## config.mk

```make
export PLATFORM = sky130hd
export DESIGN_NAME = gcc_ctrl
export DESIGN_NICKNAME = d
export VERILOG_FILES = /design/src/rtl/gcc_ctrl.v /design/src/rtl/gcc_delay_timer.v
export VERILOG_INCLUDE_DIRS = /design/src /design/src/rtl
export SDC_FILE = /design/constraint.sdc
export NUM_CORES = 1
export LEC_CHECK = 0
export ABC_AREA = 1
export BUFFER_PORTS_ARGS = -buffer_cell sky130_fd_sc_hd__clkbuf_2
export CORE_ASPECT_RATIO = 1.5
export CORE_MARGIN = 2
export CORE_UTILIZATION = 40
export DETAILED_ROUTE_END_ITERATION = 6
export SLEW_MARGIN = 20
export SYNTH_ARGS = -nofsm -noshare
export SYNTH_HDL_FRONTEND = slang
export SYNTH_SLANG_ARGS = --single-unit
```

## constraint.sdc

```tcl
create_clock -name ref_clk -period 4.5 [get_ports ref_clk]
set_input_delay 0.225 -clock ref_clk [delete_from_list [all_inputs] [get_ports ref_clk]]
set_output_delay 0.225 -clock ref_clk [all_outputs]
set_load 0.02 [all_outputs]
```

## src/rtl/gcc_regs.vh

```
/*
  Register offsets, field positions, reset values and timing counts for
  the general converter control block. Assumes a 25 MHz core clock and
  an 8-bit register port with byte-wide registers.
*/
`ifndef GCC_REGS_VH
`define GCC_REGS_VH

// ==========================================================
// register offsets
`define GCC_REALTIME_CTRL   8'h00
`define GCC_SW_SELECT       8'h01
`define GCC_SW_RESULT_LOW   8'h02
`define GCC_SW_RESULT_HIGH  8'h03
`define GCC_AUTO_SELECT     8'h04
`define GCC_AUTO_CTRL       8'h05
`define GCC_AUTO_PERIOD     8'h06
`define GCC_THRES0_LOW      8'h07
`define GCC_THRES0_HIGH     8'h08
`define GCC_THRES1_LOW      8'h09
`define GCC_THRES1_HIGH     8'h0A
`define GCC_AUTO0_LOW       8'h0B
`define GCC_AUTO0_HIGH      8'h0C
`define GCC_AUTO1_LOW       8'h0D
`define GCC_AUTO1_HIGH      8'h0E
`define GCC_STATUS          8'h0F

// ==========================================================
// field positions
`define GCC_RT_EXTEND_BIT   0
`define GCC_RT_VCC_HIGH_BIT 1
`define GCC_RT_BIAS_LSB     2
`define GCC_RT_FORCE_BIT    4
`define GCC_SW_START_BIT    7
`define GCC_AC_EN0_BIT      0
`define GCC_AC_EN1_BIT      1
`define GCC_AC_POL0_BIT     2
`define GCC_AC_POL1_BIT     3
`define GCC_ST_SW_BIT       0
`define GCC_ST_AUTO0_BIT    1
`define GCC_ST_AUTO1_BIT    2
`define GCC_ST_BUSY_BIT     3
`define GCC_ST_PEND_BIT     4

// ==========================================================
// reset values
`define GCC_RT_RESET        8'h00
`define GCC_AUTO_SEL_RESET  8'h00
`define GCC_AUTO_CTRL_RESET 8'h00
`define GCC_PERIOD_RESET    8'h00
`define GCC_THRES_RESET     12'h000
`define GCC_CODE_MAX        12'hFFF

// ==========================================================
// timing
`define GCC_CLK_MHZ         25
`define GCC_SETTLE_BASE_US  2
`define GCC_EXTEND_US       400
`define GCC_AUTO_UNIT_US    1000
// sized to the counters they load: base 2 us, extend 400 us, unit 1 ms
`define GCC_SETTLE_BASE_CYC 14'h0032
`define GCC_EXTEND_CYC      14'h2710
`define GCC_AUTO_UNIT_CYC   16'h61A8

`endif

```

## src/rtl/gcc_ctrl.v

```verilog
/*
  Conversion controller for the general converter: register port,
  request arbitration, settling delay, converter handshake, result and
  status registers. Assumes the analog modulator returns a 12-bit code
  with a one-cycle done pulse after conv_start, all on ref_clk.
*/
`timescale 1ns/100ps
`default_nettype none
`include "gcc_regs.vh"

module gcc_ctrl #(
  parameter [13:0] EXTEND_CYC    = `GCC_EXTEND_CYC,
  parameter [15:0] AUTO_UNIT_CYC = `GCC_AUTO_UNIT_CYC
) (
  input  wire        ref_clk,
  input  wire        sys_rst,
  input  wire [7:0]  reg_addr,
  input  wire [7:0]  reg_wdata,
  input  wire        reg_wr,
  input  wire        reg_rd,
  output reg  [7:0]  reg_rdata,
  output wire        conv_irq,
  output reg  [3:0]  mux_channel,
  output wire        converter_enable,
  output wire        converter_reference_out,
  output wire [1:0]  bias_current_sel,
  output wire        vcc_range_high,
  output reg         conv_start,
  input  wire        conv_done,
  input  wire [11:0] conv_code
);

  // ==========================================================
  // states and helpers
  localparam [3:0] ST_IDLE   = 4'b0001;
  localparam [3:0] ST_SETTLE = 4'b0010;
  localparam [3:0] ST_CONV   = 4'b0100;
  localparam [3:0] ST_STORE  = 4'b1000;
  localparam [13:0] BASE_CYC = `GCC_SETTLE_BASE_CYC;

  // usable mux positions: inputs 0-2, supply 7, 10, 11, temps 12/13, 15
  function usable;
    input [3:0] ch;
    begin
      case (ch)
        4'h0, 4'h1, 4'h2, 4'h7, 4'hA, 4'hB: usable = 1'b1;
        4'hC, 4'hD: usable = 1'b1; // die temperature
        4'hF: usable = 1'b1;
        default: usable = 1'b0;
      endcase
    end
  endfunction

  // ==========================================================
  // register storage
  reg [7:0]  rt_ctrl_reg;
  reg [3:0]  sw_chan_reg;
  reg [11:0] sw_result_reg;
  reg [7:0]  auto_sel_reg;
  reg [7:0]  auto_ctrl_reg;
  reg [7:0]  period_reg;
  reg [11:0] thres0_reg;
  reg [11:0] thres1_reg;
  reg [11:0] auto0_reg;
  reg [11:0] auto1_reg;
  reg        flag_sw_reg;
  reg        flag_a0_reg;
  reg        flag_a1_reg;

  // ==========================================================
  // control state
  reg [3:0]  state_reg;
  reg [3:0]  state_next;
  reg        sw_pend_reg;
  reg        auto_pend_reg;
  reg        auto_step_reg;
  reg        job_sw_reg;
  reg        job_slot_reg;
  reg [15:0] unit_cnt_reg;
  reg [7:0]  period_cnt_reg;
  reg [11:0] code_reg;

  wire [3:0] a_ch0  = auto_sel_reg[3:0];
  wire [3:0] a_ch1  = auto_sel_reg[7:4];
  wire       a_en0  = auto_ctrl_reg[`GCC_AC_EN0_BIT];
  wire       a_en1  = auto_ctrl_reg[`GCC_AC_EN1_BIT];
  wire       a_any  = a_en0 | a_en1;
  wire       a_both = a_en0 & a_en1;
  wire       lo_is1 = a_ch1 < a_ch0;
  wire       wr_hit = reg_wr;
  wire       sw_req = wr_hit && (reg_addr == `GCC_SW_SELECT) &&
                      reg_wdata[`GCC_SW_START_BIT] &&
                      usable(reg_wdata[3:0]);
  wire       st_clr = wr_hit && (reg_addr == `GCC_STATUS);
  wire       tick;
  wire       settle_done;

  // ==========================================================
  // periodic slot selection
  reg [3:0] auto_chan;
  reg       auto_slot;
  reg       auto_last;

  // ascending order: lower channel first, into slot zero
  always @* begin
    auto_chan = a_ch0;
    auto_slot = 1'b0;
    auto_last = 1'b1;
    if (a_both) begin
      auto_last = auto_step_reg;
      auto_slot = auto_step_reg;
      if (auto_step_reg)
        auto_chan = lo_is1 ? a_ch0 : a_ch1;
      else
        auto_chan = lo_is1 ? a_ch1 : a_ch0;
    end else if (a_en1) begin
      auto_chan = a_ch1;
      auto_slot = 1'b1;
    end
  end

  wire [11:0] thr_sel = job_slot_reg ? thres1_reg : thres0_reg;
  wire        pol_sel = job_slot_reg ? auto_ctrl_reg[`GCC_AC_POL1_BIT]
                                     : auto_ctrl_reg[`GCC_AC_POL0_BIT];
  // polarity set: at or above threshold; clear: at or below
  wire        thr_hit = pol_sel ? (code_reg >= thr_sel)
                                : (code_reg <= thr_sel);

  // ==========================================================
  // settling delay
  wire        settle_load = (state_reg == ST_IDLE) && (state_next ==
                            ST_SETTLE);
  wire [13:0] settle_val  = rt_ctrl_reg[`GCC_RT_EXTEND_BIT] ?
                            BASE_CYC + EXTEND_CYC : BASE_CYC;

  gcc_delay_timer u_settle (
    .ref_clk  (ref_clk),
    .sys_rst  (sys_rst),
    .load     (settle_load),
    .load_val (settle_val),
    .done     (settle_done)
  );

  // ==========================================================
  // periodic interval generator
  assign tick = a_any && (unit_cnt_reg == AUTO_UNIT_CYC - 16'h0001) &&
                (period_cnt_reg == period_reg);

  // interval is (period + 1) units; runs only while enabled
  always @(posedge ref_clk) begin
    if (sys_rst || !a_any) begin
      unit_cnt_reg   <= 16'h0000;
      period_cnt_reg <= 8'h00;
    end else if (unit_cnt_reg == AUTO_UNIT_CYC - 16'h0001) begin
      unit_cnt_reg   <= 16'h0000;
      period_cnt_reg <= tick ? 8'h00 : period_cnt_reg + 8'h01;
    end else begin
      unit_cnt_reg <= unit_cnt_reg + 16'h0001;
    end
  end

  // ==========================================================
  // arbitration state machine
  always @* begin
    state_next = state_reg;
    case (state_reg)
      ST_IDLE:
        if (sw_pend_reg || auto_pend_reg)
          state_next = ST_SETTLE;
      ST_SETTLE:
        if (settle_done)
          state_next = ST_CONV;
      ST_CONV:
        if (conv_done)
          state_next = ST_STORE;
      ST_STORE:
        state_next = ST_IDLE;
      default:
        state_next = ST_IDLE;
    endcase
  end

  // job launch, pending requests and converter handshake
  always @(posedge ref_clk) begin
    if (sys_rst) begin
      state_reg     <= ST_IDLE;
      sw_pend_reg   <= 1'b0;
      auto_pend_reg <= 1'b0;
      auto_step_reg <= 1'b0;
      job_sw_reg    <= 1'b0;
      job_slot_reg  <= 1'b0;
      mux_channel   <= 4'h0;
      conv_start    <= 1'b0;
      code_reg      <= 12'h000;
    end else begin
      state_reg  <= state_next;
      conv_start <= (state_reg == ST_SETTLE) && settle_done;
      if (settle_load) begin
        // asynchronous request wins over periodic
        job_sw_reg   <= sw_pend_reg;
        job_slot_reg <= auto_slot;
        mux_channel  <= sw_pend_reg ? sw_chan_reg : auto_chan;
      end
      if (state_reg == ST_CONV && conv_done)
        code_reg <= conv_code;
      // a new asynchronous request sets, completion clears
      if (sw_req)
        sw_pend_reg <= 1'b1;
      else if (state_reg == ST_STORE && job_sw_reg)
        sw_pend_reg <= 1'b0;
      // periodic tick held while busy
      if (tick)
        auto_pend_reg <= 1'b1;
      else if (!a_any)
        auto_pend_reg <= 1'b0;
      else if (state_reg == ST_STORE && !job_sw_reg && auto_last)
        auto_pend_reg <= 1'b0;
      if (!a_both)
        auto_step_reg <= 1'b0;
      else if (state_reg == ST_STORE && !job_sw_reg)
        auto_step_reg <= ~auto_step_reg;
    end
  end

  // ==========================================================
  // results and status flags
  wire store_sw   = (state_reg == ST_STORE) && job_sw_reg;
  wire store_auto = (state_reg == ST_STORE) && !job_sw_reg;
  wire set_a0     = store_auto && !job_slot_reg && thr_hit;
  wire set_a1     = store_auto && job_slot_reg && thr_hit;

  // results overwrite; flags set wins over write-one clear
  always @(posedge ref_clk) begin
    if (sys_rst) begin
      sw_result_reg <= 12'h000;
      auto0_reg     <= 12'h000;
      auto1_reg     <= 12'h000;
      flag_sw_reg   <= 1'b0;
      flag_a0_reg   <= 1'b0;
      flag_a1_reg   <= 1'b0;
    end else begin
      if (store_sw)
        sw_result_reg <= code_reg;
      if (store_auto && !job_slot_reg)
        auto0_reg <= code_reg;
      if (store_auto && job_slot_reg)
        auto1_reg <= code_reg;
      if (store_sw)
        flag_sw_reg <= 1'b1;
      else if (st_clr && reg_wdata[`GCC_ST_SW_BIT])
        flag_sw_reg <= 1'b0;
      if (set_a0)
        flag_a0_reg <= 1'b1;
      else if (st_clr && reg_wdata[`GCC_ST_AUTO0_BIT])
        flag_a0_reg <= 1'b0;
      if (set_a1)
        flag_a1_reg <= 1'b1;
      else if (st_clr && reg_wdata[`GCC_ST_AUTO1_BIT])
        flag_a1_reg <= 1'b0;
    end
  end

  assign conv_irq = flag_sw_reg | flag_a0_reg | flag_a1_reg;

  // ==========================================================
  // register writes
  always @(posedge ref_clk) begin
    if (sys_rst) begin
      rt_ctrl_reg   <= `GCC_RT_RESET;
      sw_chan_reg   <= 4'h0;
      auto_sel_reg  <= `GCC_AUTO_SEL_RESET;
      auto_ctrl_reg <= `GCC_AUTO_CTRL_RESET;
      period_reg    <= `GCC_PERIOD_RESET;
      thres0_reg    <= `GCC_THRES_RESET;
      thres1_reg    <= `GCC_THRES_RESET;
    end else if (wr_hit) begin
      case (reg_addr)
        `GCC_REALTIME_CTRL: rt_ctrl_reg   <= reg_wdata;
        `GCC_SW_SELECT:     sw_chan_reg   <= reg_wdata[3:0];
        `GCC_AUTO_SELECT:   auto_sel_reg  <= reg_wdata;
        `GCC_AUTO_CTRL:     auto_ctrl_reg <= reg_wdata;
        `GCC_AUTO_PERIOD:   period_reg    <= reg_wdata;
        `GCC_THRES0_LOW:    thres0_reg[7:0]  <= reg_wdata;
        `GCC_THRES0_HIGH:   thres0_reg[11:8] <= reg_wdata[3:0];
        `GCC_THRES1_LOW:    thres1_reg[7:0]  <= reg_wdata;
        `GCC_THRES1_HIGH:   thres1_reg[11:8] <= reg_wdata[3:0];
        default: ;
      endcase
    end
  end

  // ==========================================================
  // register reads, data one cycle after the strobe
  wire busy = (state_reg != ST_IDLE);

  always @(posedge ref_clk) begin
    if (sys_rst) begin
      reg_rdata <= 8'h00;
    end else if (reg_rd) begin
      case (reg_addr)
        `GCC_REALTIME_CTRL:  reg_rdata <= rt_ctrl_reg;
        `GCC_SW_SELECT:      reg_rdata <= {sw_pend_reg, 3'h0, sw_chan_reg};
        `GCC_SW_RESULT_LOW:  reg_rdata <= sw_result_reg[7:0];
        `GCC_SW_RESULT_HIGH: reg_rdata <= {4'h0, sw_result_reg[11:8]};
        `GCC_AUTO_SELECT:    reg_rdata <= auto_sel_reg;
        `GCC_AUTO_CTRL:      reg_rdata <= auto_ctrl_reg;
        `GCC_AUTO_PERIOD:    reg_rdata <= period_reg;
        `GCC_THRES0_LOW:     reg_rdata <= thres0_reg[7:0];
        `GCC_THRES0_HIGH:    reg_rdata <= {4'h0, thres0_reg[11:8]};
        `GCC_THRES1_LOW:     reg_rdata <= thres1_reg[7:0];
        `GCC_THRES1_HIGH:    reg_rdata <= {4'h0, thres1_reg[11:8]};
        `GCC_AUTO0_LOW:      reg_rdata <= auto0_reg[7:0];
        `GCC_AUTO0_HIGH:     reg_rdata <= {4'h0, auto0_reg[11:8]};
        `GCC_AUTO1_LOW:      reg_rdata <= auto1_reg[7:0];
        `GCC_AUTO1_HIGH:     reg_rdata <= {4'h0, auto1_reg[11:8]};
        `GCC_STATUS:         reg_rdata <= {3'h0, sw_pend_reg | auto_pend_reg,
                                           busy, flag_a1_reg, flag_a0_reg,
                                           flag_sw_reg};
        default:             reg_rdata <= 8'h00;
      endcase
    end else begin
      reg_rdata <= 8'h00;
    end
  end

  // ==========================================================
  // analog side controls
  // converter on while busy or forced; reference follows it
  assign converter_enable        = busy | rt_ctrl_reg[`GCC_RT_FORCE_BIT];
  assign converter_reference_out = converter_enable;
  // 0, 5, 15, 20 uA on channel zero
  assign bias_current_sel = rt_ctrl_reg[`GCC_RT_BIAS_LSB+1:
                                        `GCC_RT_BIAS_LSB];
  assign vcc_range_high   = rt_ctrl_reg[`GCC_RT_VCC_HIGH_BIT];

endmodule
`default_nettype wire

```

## src/rtl/gcc_delay_timer.v

```verilog
/*
  Down-counting delay timer for the settling interval.
  Assumes the load value fits in 14 bits and load is a one-cycle pulse.
*/
`timescale 1ns/100ps
`default_nettype none

module gcc_delay_timer (
  input  wire        ref_clk,
  input  wire        sys_rst,
  input  wire        load,
  input  wire [13:0] load_val,
  output wire        done
);

  // ==========================================================
  // counter
  reg [13:0] count_reg;
  reg        run_reg;

  // counts down from the loaded value, done when it reaches zero
  always @(posedge ref_clk) begin
    if (sys_rst) begin
      count_reg <= 14'h0000;
      run_reg   <= 1'b0;
    end else if (load) begin
      count_reg <= load_val;
      run_reg   <= 1'b1;
    end else if (run_reg) begin
      if (count_reg == 14'h0000)
        run_reg <= 1'b0;
      else
        count_reg <= count_reg - 14'h0001;
    end
  end

  assign done = run_reg && (count_reg == 14'h0000);

endmodule
`default_nettype wire

```

**Word level (Yosys, flattened, before mapping)**

Memory sizes are Yosys's and may differ from the RTL's.
Index checks and enable logic that the tools add are counted.

- Register bits after elaboration: 172
- Memory bits (read-only): 16
- Input bits: 33
- Output and inout bits: 19
- Word-level logic and storage cells: 151
- Memories: 1

Memories:

| name | depth | bits a word | rd ports | clocked after Yosys merged registers in | wr ports | RTL line | text |
|---|---|---|---|---|---|---|---|
| (name not given) | 16 | 1 | 1 | 0 | 0 | gcc_ctrl.v:45 | `case (ch)` |

- Add/subtract/negate cells: 3
- $lt $le $gt $ge: 3
- Eq/ne operators: 25
- Muxes and demuxes: 36
- Bitwise logic cells: 9
- Reductions and logical operators: 45

Operators by type and width:

| operator | count |
|---|---|
| 8-bit one-hot mux with 16 select lines | 1 |
| 8-bit by 4-bit equality test with 1-bit output, second input constant | 8 |
| 14-bit 2-to-1 mux | 4 |
| 4-bit 2-to-1 mux | 9 |
| 8-bit by 3-bit equality test with 1-bit output, second input constant | 4 |
| 1-bit logical AND | 20 |
| 2-bit AND reduction | 10 |
| 1-bit 2-to-1 mux | 19 |
| 16-bit by 1-bit adder with 16-bit output, second input constant | 1 |
| 16-bit by 15-bit equality test with 1-bit output, second input constant | 1 |
| 8-bit by 2-bit equality test with 1-bit output, second input constant | 2 |
| 14-bit zero test | 1 |
| 14-bit by 1-bit subtractor with 14-bit output, second input constant | 1 |
| 12-bit >= comparator | 1 |
| 12-bit less-or-equal comparator | 1 |
| 12-bit 2-to-1 mux | 1 |
| 4-bit one-hot mux with 3 select lines | 1 |
| 2-bit nonzero test | 5 |
| 8-bit by 1-bit adder with 8-bit output, second input constant | 1 |
| 4-bit by 2-bit equality test with 1-bit output, second input constant | 2 |
| 8-bit by 1-bit equality test with 1-bit output, second input constant | 1 |
| 8-bit equality test | 1 |
| 8-bit zero test | 1 |
| 8-bit 2-to-1 mux | 1 |
| other kinds (13) | 24 |

**Logic depth before layout (Yosys ltp)**

Gate-level depths: netlist of the first run.

- Depth after elaboration: 8
- Gate-level depth with buffers: 16
- Mapped depth without buffers: 14

**Modules after synthesis**

A second synthesis of the first run with hierarchy kept.

- Cells, all modules: 1219
- Area, all modules: 8592.0 µm²

By module, submodules not included:

| module | times used | cells each | area each (µm²) | sequential area each (µm²) |
|---|---|---|---|---|
| gcc_ctrl | 1 | 1046 | 7532.2 | 3143.0 |
| gcc_delay_timer | 1 | 173 | 1059.8 | 300.3 |

**Worst setup path before layout of the first run**

OpenSTA, ideal clock, no wires.

- Path type: reg-to-reg
- From: register job_slot_reg
- To: register flag_a1_reg
- Setup time: 0.132 ns
- Arrival time: 1.788 ns
- Data required time: 4.368 ns
- Slack: 2.580 ns
- Stages on the path, launching flop included: 14
- Buffers on the path: 2
- Clock period less this slack: 1.920 ns
- Path through: dfxtp_1 clkbuf_1 clkbuf_1 nand2_1 o21ai_0 ha_1 nand2_1 inv_1 a21oi_1 nand3_1 nand2_1 nand3_1 nand2_1 a21oi_1

- Longest elaborated chain between the ends: 5

RTL lines:

| what | RTL line | text |
|---|---|---|
| from (decl) | gcc_ctrl.v:78 | `reg job_slot_reg;` |
| from (signal assigned) | gcc_ctrl.v:201 | `job_slot_reg <= auto_slot;` |
| 12-bit 2-to-1 mux | gcc_ctrl.v:122 | `wire [11:0] thr_sel = job_slot_reg ? thres1_reg : thres0_reg;` |
| 12-bit less-or-equal comparator or 12-bit >= comparator (tied branches) | gcc_ctrl.v:127, gcc_ctrl.v:126 |  |
| 1-bit 2-to-1 mux | gcc_ctrl.v:126 | `wire thr_hit = pol_sel ? (code_reg >= thr_sel)` |
| 1-bit logical AND * | gcc_ctrl.v:230 | `wire set_a1 = store_auto && job_slot_reg && thr_hit;` |
| 1-bit 2-to-1 mux or 2-bit nonzero test (tied branches) | n/a |  |
| to (signal assigned) | gcc_ctrl.v:240 | `flag_a1_reg <= 1'b0;` |
| to (signal assigned) | gcc_ctrl.v:257 | `flag_a1_reg <= 1'b1;` |
| to (signal assigned) | gcc_ctrl.v:259 | `flag_a1_reg <= 1'b0;` |
| to (decl) | gcc_ctrl.v:68 | `reg flag_a1_reg;` |

Mark *: on every way between the ends. The rest lies on a longest branch, timed or not.
A chain may end at the register's enable or synchronous reset.

**Final worst setup path of the first run**

- From: register job_slot_reg
- To: register flag_a0_reg

- Longest elaborated chain between the ends: 5

RTL lines:

| what | RTL line | text |
|---|---|---|
| 12-bit 2-to-1 mux | gcc_ctrl.v:122 |  |
| 12-bit less-or-equal comparator or 12-bit >= comparator (tied branches) | gcc_ctrl.v:127, gcc_ctrl.v:126 |  |
| 1-bit 2-to-1 mux | gcc_ctrl.v:126 |  |
| 1-bit logical AND * | gcc_ctrl.v:229 | `wire set_a0 = store_auto && !job_slot_reg && thr_hit;` |
| 1-bit 2-to-1 mux or 2-bit nonzero test (tied branches) | n/a |  |
| to (signal assigned) | gcc_ctrl.v:239 | `flag_a0_reg <= 1'b0;` |
| to (signal assigned) | gcc_ctrl.v:253 | `flag_a0_reg <= 1'b1;` |
| to (signal assigned) | gcc_ctrl.v:255 | `flag_a0_reg <= 1'b0;` |
| to (decl) | gcc_ctrl.v:67 | `reg flag_a0_reg;` |

Marks and branches as above.

==> results.md, run 1 <==
* FMAX at 462 MHz
* Placed cell areas at 0.00897 mm^2
* Max reg flops at 16
* DRC at 0
* Die area at 0.0225 mm^2
* H-tree Lvls at 4
* Setup crit end kind: flip-flop
* Period utilisation layout at 48.1%
* Relative slew slack at 34.1%
* Final #Nets at 1,342
* CTS tree: built
* Port Buf Inserts at 51
* Netlist cell types at 41
* Routed len/inst at 15.9 um
* Post-synth top flop: dfxtp_1
* Critical Path RT at 4.86 ns
* Final worst setup slack at 2.34 ns
* Initial antenna violation count at 0
* Setup Viol. Count Final at 0
* Final Max Tran Viols at 0
* Total chip power at 3.20 mW
* Largest net degree at the start of global routing at 62
* Number of global-route vias before repair at 7,544
* FP Rows at 65
* CP Max Fanout at 28
* Worst VDD drop at 0.261 mV
* Antenna Nets Post-Route at 0
* Mapped Area at 0.00853 mm^2
* Setup Fix Bufs, Post-CTS at 0
* DRT iter0 DRCs at 494
* Xor and xnor area share after synthesis at 1.23%
* Synth Area in Simple Gates at 26.8%
* Grt ovf at 0
* Area grow syn2layout at 12.3%
* Synth Area in Compound Gates at 18.7%
* Power Dens Cells at 334 mW/mm^2
* Placer Congestion at 0.910
* Num Clock Sinks at 172
* Adder-Cell Fraction of Synth Area at 3.08%
* CTS max path bufs at 2
* Design area at 0.00959 mm^2
* Largest family of logic cells by synthesized area: simple AND/OR/NAND/NOR gates
* Run status: finished clean
* Worst Setup Path Type: reg2reg
* Cts bufs inserted at 17
* Sequential area share after synthesis at 40.4%
* Syn nets at 1,307
* Root buffer cell: clkbuf_16
* Worst-path clk slew at 0.06 ns
* Multiplexer area fraction after synthesis at 0%
* DR vias/cell at 5.14
* Detailed Place HPWL at 19,000 um
* Final worst clock skew at 0.00812 ns
* Post_cts resized at 0
* DIE WIDTH at 123 um
* Post-CTS Hold Buffers at 0
* Share of post-route cells with drive strength above 1 at 9.22%
* Synth Warn # at 0
* Syn Area/Cell at 6.81 um^2
* Starting Density at 40.7%
* Die Ht at 183 um
* Tmin final at 2.16 ns
* First-pass GRT wire length at 39,600 um
* Final TNS setup at 0 ns
* DRT Pass-1 Iters at 5
* WP data arrival at 2.52 ns
* Core box area at 0.0210 mm^2
* Post-Route WL at 25,000 um
* Seq cells post-synth at 172
* Slew @ Worst Pin at 0.988 ns
* Number of antenna repair diodes at 0
* Cells after Synth at 1,253
* Leakage at 3.94 nW
* Critical path startpoint category: flip-flop
* Via Count at 8,060
* Setup Slack @ Placement at 2.23 ns
* Post-synth EDFFs at 0
* RSZ-0062 raised after global routing: false
* I/O Pins at 52
* # Max-Cap Violations at 0
* Clk_lat worst skew at 0.44 ns
* Hold WS at 0.0697 ns
* Hold Path Class: in2reg
* Post-synth ARST share at 0%
* Fin. Hold Viols at 0
* GR Util All Layers at 22.8%
-- where the power goes --
| group | total (mW) | internal (mW) | switching [mW] |
|---|---|---|---|
| Combinational | 0.111 | 0.0287 | 0.0822 |
| Clock | 1.57 | 0.943 | 0.624 |
| Sequential | 1.53 | 1.52 | 0.00227 |
-- stage by stage --
step | std cells | util [%]
finish | 1569 | 45.7
global route | 1569 | 45.7
CTS | 1569 | 45.7
detailed placement | 1537 | 42.7
global placement | 1537 | 42.7
floorplan | 1253 | -
-- cell families (layout without fill, tap and decap cells) --
logic type      count (synthesis)  count (layout)
compound gates                311             311
buf+inv                       212             260
simple gates                  525             525
xor+xnor                       12              12
fa+ha+maj                      21              21
flops                         172             172
-- per-layer routing --
metal | track usage (%) | vias up | part of all wire, %
met1 | 27.5 | 3664 | 42
met4 | 9.73 | 0 | 3.4
li1 | - | 4154 | -
met3 | 3.39 | 48 | 4.2
met2 | 39.6 | 194 | 50
met5 | 0 | - | 0
-- path summary, 6_finish.rpt --
| kind | from | to | slack, ns | cells past startpoint |
|---|---|---|---|---|
| worst min-delay path | conv_code[11] | code_reg[11] | 0.07 | 3 |
| worst min register to register | sw_result_reg[3] | sw_result_reg[3] | 0.45 | 2 |
| worst max register to register | job_slot_reg | flag_a0_reg | 2.34 | 10 |
| worst max-delay path | job_slot_reg | flag_a0_reg | 2.34 | 10 |
-- synthesized netlist by cell type, types with 2 or more instances --
library cell    n  area, um^2
or2_2           5        31.3
nand2_2         6        37.5
xnor2_1         4        35.0
nor4_1          2        12.5
nor3_1         13        65.1
o21ai_0       156         781
clkbuf_1       24        90.1
inv_1         161         604
o22ai_1         7        43.8
nor2_2          4        25.0
nand3_1        81         405
clkinv_1        2        7.51
o211ai_1        2        15.0
buf_4           6        45.0
a221oi_1        3        26.3
nor2_4          5        56.3
nor3b_1         2        15.0
buf_2           9        45.0
nand3b_1        5        37.5
o21ai_1         2        10.0
nor2_1        134         503
nand4_1        17         106
a21oi_1       137         686
ha_1           21         263
dfxtp_1       172        3440
inv_2           8        30.0
nand2_1       243         912
nor3_2          2        20.0
xor2_1          8        70.1
-- cell usage in the layout (no fill, tap or decap), types with 5 or more instances in the layout --
cell type    n
inv_1      161
nor2_4       5
clkbuf_16   17
nor2_1     134
dfxtp_1    172
ha_1        21
a21oi_1    137
nand4_1     17
nor3_1      13
or2_2        5
nand3b_1     5
nand2_1    243
o21ai_0    156
nand2_2      6
clkbuf_2    51
o22ai_1      7
buf_4        5
inv_2        9
xor2_1       8
nand3_1     81
-- layout make-up --
| type | instances | area, um^2 |
|---|---|---|
| Fill cell | 2213 | 11400 |
| Multi-Input combinational cell | 869 | 4250 |
| Sequential cell | 172 | 3440 |
| Inverter | 172 | 647 |
| Clock buffer | 21 | 450 |
| Tap cell | 268 | 335 |
| Timing Repair Buffer | 56 | 293 |
| Clock inverter | 11 | 166 |
-- worst max-delay path: stages (launching register included) --
cell     delay (ns)
dfxtp_1        0.78
o21ai_0        0.21
ha_1           0.36
nand4_1        0.12
nor2_1         0.15
nand2_1        0.09
nand3_1        0.07
nand2_1        0.05
nand3_1        0.08
nand2_1        0.05
a21oi_1        0.12
No activity file was read; power rests on OpenSTA's default activity.
==> run 2: changes to the inputs <==
Clock period 4.5 ns to 2 ns, I/O delays scaled along.
==> run 2 against run 1 <==
Against the previous run:
- cell count rose by 2.0%
- power grew 130%
- first-iteration DRC count grew 13%
- largest cell class unchanged
- sequential share of layout area fell by 1.2 points
- highest routed layer unchanged
- hold slack got worse by 0.028 ns
==> results.md, run 2 (synthesis results as in run 1) <==
* Hold Path Class: in2reg
* Port Buf Inserts at 51 (unchanged)
* Final TNS setup at 0 ns (unchanged)
* Final worst clock skew at 0.0110 ns (+0.00292 ns)
* Critical Path RT at 1.90 ns (-2.96 ns)
* Num Clock Sinks at 172 (unchanged)
* DRT iter0 DRCs at 557 (+13%)
* Root buffer cell: clkbuf_16
* Core box area at 0.0210 mm^2 (unchanged)
* Number of antenna repair diodes at 0 (unchanged)
* Grt ovf at 0 (unchanged)
* Tmin final at 1.76 ns
* Period utilisation layout at 88.2%
* Fin. Hold Viols at 0 (unchanged)
* Via Count at 8,271 (+2.6%)
* Placer Congestion at 0.925 (+1.6%)
* Setup crit end kind: primary output
* DIE WIDTH at 123 um (unchanged)
* Leakage at 4.11 nW (+4.2%)
* Power Dens Cells at 738 mW/mm^2 (+120%)
* Share of post-route cells with drive strength above 1 at 10.6% (+1.4 points)
* Hold WS at 0.0421 ns (-0.0276 ns)
* First-pass GRT wire length at 40,500 um (+2.4%)
* Worst VDD drop at 0.589 mV (+130%)
* Most frequent cells in the layout: 243 x nand2_1, 172 x dfxtp_1, 161 x inv_1, 156 x o21ai_0, 136 x a21oi_1
* H-tree Lvls at 4 (unchanged)
* Relative slew slack at 64.4% (+30 points)
* Largest net degree at the start of global routing at 61 (-1.6%)
* Setup Viol. Count Final at 0 (unchanged)
* WP data arrival at 1.66 ns (-0.86 ns)
* Worst-path clk slew at 0.06 ns (about the same)
* Clk_lat worst skew at 0.44 ns (about the same)
* Critical path startpoint category: flip-flop
* Cts bufs inserted at 17 (unchanged)
* FP Rows at 65 (unchanged)
* # Max-Cap Violations at 0 (unchanged)
* Final #Nets at 1,374 (+2.4%)
* Max reg flops at 16 (unchanged)
* Post-Route WL at 25,500 um (+2.1%)
* FMAX at 567 MHz
* Final Max Tran Viols at 0 (unchanged)
* Run status: finished clean
* Setup Slack @ Placement at 0.239 ns (-1.99 ns)
* Number of global-route vias before repair at 7,980 (+5.8%)
* DR vias/cell at 5.17 (+0.63%)
* Antenna Nets Post-Route at 0 (unchanged)
* Commonest non-fill, non-tap cell in the layout: nand2_1
* CTS max path bufs at 2 (unchanged)
* RSZ-0062 raised after global routing: false
* Area grow syn2layout at 16.1%
* Worst Setup Path Type: reg2out
* GR Util All Layers at 23.4% (+0.66 points)
* Starting Density at 40.7% (unchanged)
* Die area at 0.0225 mm^2 (unchanged)
* Initial antenna violation count at 0 (unchanged)
* Final worst setup slack at 0.236 ns (-2.10 ns)
* DRC at 0 (unchanged)
* I/O Pins at 52 (unchanged)
* Die Ht at 183 um (unchanged)
* CP Max Fanout at 5 (-82%)
* Slew @ Worst Pin at 0.529 ns (-0.459 ns)
* DRT Pass-1 Iters at 5 (unchanged)
* Detailed Place HPWL at 19,200 um (+1.5%)
* CTS tree: built
* Routed len/inst at 15.9 um (+0.14%)
-- run 2: worst max-delay path, cell delays in order, from the launching register on --
cell and delay [ns]:
dfxtp_1 0.34, nor2_1 0.11, nand3_1 0.10, buf_4 0.18
or2_2 0.31, clkbuf_2 0.17
-- run 2: what timing repair did --
action	4_1_cts	5_1_grt
gates resized for setup	0	2
setup endpoints to repair	0	2
endpoints found under the hold margin	17	0
hold buffers	14	0
buffers inserted	0	0
-- run 2: per-stage QoR --
stage | power, mW | area (um^2) | utilization (%) | instances
finish | 7.31 | 9910 | 47.2 | 1600
floorplan | 3.66 | 8530 | - | 1253
global route | 7.52 | 9910 | 47.2 | 1600
CTS | 7.35 | 9900 | 47.2 | 1600
detailed placement | 3.78 | 9130 | 43.5 | 1555
global placement | 3.78 | 9130 | 43.5 | 1555
-- run 2: report_power, final --
part	switching (mW)	internal, mW
logic	0.197	0.0939
clock network	1.40	2.18
registers	0.00503	3.43
total	1.60	5.71
-- run 2: cell type report --
type	instances	area (um^2)
Timing Repair Buffer	88	593
Tap cell	268	335
Clock inverter	10	163
Clock buffer	21	470
Sequential cell	172	3440
Fill cell	2162	11100
Inverter	172	647
Multi-Input combinational cell	869	4260
-- run 2: final timing paths --
| check | to | slack [ns] | startpoint | cells after the start |
|---|---|---|---|---|
| max reg2reg | flag_a1_reg | 0.25 | job_slot_reg | 12 |
| min reg2reg | mux_channel[2] | 0.45 | mux_channel[2] | 2 |
| min | state_reg[0] | 0.04 | sys_rst | 3 |
| max | converter_reference_out | 0.24 | state_reg[2] | 5 |
-- run 2: routing by layer --
metal | global-route usage (%) | vias up | routed length, um
met5 | 0 | - | 0
met4 | 9.91 | 0 | 878
met3 | 4.04 | 46 | 924
met2 | 41.3 | 207 | 12900
met1 | 27.4 | 3795 | 10800
li1 | - | 4223 | -
==> run 3: changes to the inputs <==
--- a/config.mk
+++ b/config.mk
@@ -14,3 +14,3 @@
 export DETAILED_ROUTE_END_ITERATION = 6
-export SLEW_MARGIN = 20
+export SLEW_MARGIN = 40
 export SYNTH_ARGS = -nofsm -noshare
==> constraint.sdc (replaced) <==
create_clock -name ref_clk -period 2 [get_ports ref_clk]
set_input_delay 0.4 -clock ref_clk [delete_from_list [all_inputs] [get_ports ref_clk]]
set_output_delay 0.4 -clock ref_clk [all_outputs]
set_load 0.02 [all_outputs]
==> run 3 against run 2 <==
Against the previous run:
- clock power is 3% lower
- die area is the same
- cell count up 0.13%
- global-route usage is 0.59 points higher
- highest routed layer unchanged
- count of clock-buffer cells in the layout down 3
==> results.md, run 3 (synthesis results as in run 1) <==
* Slowest stage delay, CP at 0.34 ns (about the same)
* Reg power frac at 47.8% (+0.8 points)
* Clk_lat worst skew at 0.44 ns (about the same)
* Final TNS setup at 0 ns (unchanged)
* Post-CTS Hold Buffers at 0 (-14)
* Slowest library cell on the worst path: dfxtp_1
* Critical Path RT at 1.60 ns (-0.30 ns)
* First-pass GRT wire length at 41,700 um (+2.9%)
* Setup Slack @ Placement at 0.100 ns (-0.138 ns)
* DRT iter0 DRCs at 611 (+9.7%)
* Setup crit end kind: primary output
* Clock Power Share at 48.3% (-0.7 points)
* CP Buf/Inv Count at 1 (-1)
* CTS max path bufs at 2 (unchanged)
* DRC at 0 (unchanged)
* WP data arrival at 1.52 ns (-0.14 ns)
* Initial antenna violation count at 0 (unchanged)
* Hold WS at 0.233 ns (+0.191 ns)
* Power Dens Cells at 726 mW/mm^2 (-1.6%)
* Final Max Tran Viols at 0 (unchanged)
* Placed cell areas at 0.00926 mm^2 (+1.4%)
* Slew @ Worst Pin at 0.445 ns (-0.0838 ns)
* Starting Density at 40.7% (unchanged)
* CTS tree: built
* Routed len/inst at 16.1 um (+0.97%)
* Cts bufs inserted at 17 (unchanged)
* DIE WIDTH at 123 um (unchanged)
* Area grow syn2layout at 16.0%
* Period utilisation layout at 95.8% (+7.6 points)
* Number of antenna repair diodes at 0 (unchanged)
* Worst Setup Path Type: reg2out
* Die area at 0.0225 mm^2 (unchanged)
* I/O Pins at 52 (unchanged)
* DRT Pass-1 Iters at 5 (unchanged)
* Commonest non-fill, non-tap cell in the layout: nand2_1
* Detailed Place HPWL at 19,800 um (+3.0%)
* # Max-Cap Violations at 0 (unchanged)
* Final worst setup slack at 0.0836 ns (-0.152 ns)
* Via Count at 8,311 (+0.48%)
* Core box area at 0.0210 mm^2 (unchanged)
* Design area at 0.00990 mm^2 (-0.10%)
* Setup Viol. Count Final at 0 (unchanged)
* Port Buf Inserts at 51 (unchanged)
* FMAX at 522 MHz (-7.9%)
* Total chip power at 7.18 mW (-1.7%)
* Placer Congestion at 0.921 (-0.48%)
* Antenna Nets Post-Route at 0 (unchanged)
* Multi-input gate area at 0.00427 mm^2 (+0.32%)
* H-tree Lvls at 4 (unchanged)
* RSZ-0062 raised after global routing: false
* CP top delay family: simple AND/OR/NAND/NOR gates
* Reg area at 0.00344 mm^2 (unchanged)
* Tmin final at 1.92 ns (+0.152 ns)
* CP Max Fanout at 5 (unchanged)
* Number of fillers in the final layout at 2,202 (+1.9%)
* Relative slew slack at 70.1% (+5.6 points)
* Final #Nets at 1,375 (+0.073%)
* Hold Path Class: in2reg
* Fin. Hold Viols at 0 (unchanged)
* FP Rows at 65 (unchanged)
* Combinational Power Share at 3.9% (about the same)
* Grt ovf at 0 (unchanged)
* Share of post-route cells with drive strength above 1 at 12.0% (+1.4 points)
* Post-Route WL at 25,800 um (+1.1%)
* Die Ht at 183 um (unchanged)
* Leakage at 4.13 nW (+0.38%)
* Final worst clock skew at 0.00826 ns (-0.00277 ns)
* Number of global-route vias before repair at 8,117 (+1.7%)
* Root buffer cell: clkbuf_16
* Critical path cell sequence: nor2_1, nand3_2, or2_4, clkbuf_2
* P_int at 5.51 mW (-3.6%)
* Worst VDD drop at 0.641 mV (+8.8%)
* Most frequent cells in the layout: 242 x nand2_1, 172 x dfxtp_1, 161 x inv_1, 156 x o21ai_0, 135 x a21oi_1
* Sw frac at 23.4% (+1.5 points)
* GR Util All Layers at 24.0% (+0.59 points)
* DR vias/cell at 5.19 (+0.36%)
* Worst-path clk slew at 0.07 ns (about the same)
* Largest net degree at the start of global routing at 55 (-9.8%)
* Max reg flops at 16 (unchanged)
* Critical path startpoint category: flip-flop
* Run status: finished clean
* Num Clock Sinks at 172 (unchanged)
* P_sw at 1.68 mW (+4.8%)
==> run 3: changes by cell type in the layout (fill, tap and decap cells not counted), sizes merged <==
cell,change
clkbuf,-3
buf,+15
clkinvlp,+1
bufinv,-1
dlygate4sd3,-14
inv,+4
==> run 3: final cells by class <==
cell class                 instances  area share [%]
clock buffer                      18            4.34
inverter                         172            6.53
clock inverter                    14            1.85
timing repair buffer              89            5.97
tap                              268            3.39
multi-input combinational        869            43.1
sequential                       172            34.8
==> run 3: metal layers <==
metal / GRT usage, % / vias to the layer above / share of wire [%]
met1: 27.5 / 3741 / 41
met3: 4.82 / 93 / 4.7
met2: 40.4 / 248 / 48
met5: 0 / - / 0
met4: 14.7 / 0 / 6.2
li1: - / 4229 / -
==> run 3: final timing paths <==
path / start / to / slack [ns] / cells after the start
worst max-delay path: state_reg[2] / converter_enable / 0.08 / 4
worst min register to register: unit_cnt_reg[0] / unit_cnt_reg[0] / 0.45 / 1
worst max register to register: state_reg[2] / mux_channel[3] / 0.17 / 9
worst min-delay path: conv_code[10] / code_reg[10] / 0.23 / 3
==> run 3: power groups by stage <==
stage	Combinational [mW]	Clock (mW)	Sequential, mW
after floorplan	0.145	0	3.51
after global placement	0.271	0	3.51
after CTS	0.281	3.55	3.43
after detailed placement	0.271	0	3.51
after global routing	0.308	3.68	3.43
final	0.283	3.47	3.43
==> run 3: worst reg2reg max path: stages (launching register included) <==
cell and delay, ns:
dfxtp_1 0.34, nor2_1 0.15, nand3_2 0.16, buf_4 0.20, nor2_2 0.11, inv_2 0.12, nand2_2 0.26, inv_1 0.21
nand2_1 0.09, o21ai_0 0.07
==> run 3: what timing repair did <==
action,4_1_cts,5_1_grt
endpoints found under the setup margin,2,2
setup buffers,1,0
resized for setup,2,4
pin swaps,1,0
==> run 3: stage by stage <==
stage | utilization (%) | instances
3_3_place_gp | 44.1 | 1569
4_1_cts | 47.1 | 1602
5_1_grt | 47.2 | 1602
2_1_floorplan | - | 1253
3_5_place_dp | 44.1 | 1569
6_report | 47.2 | 1602
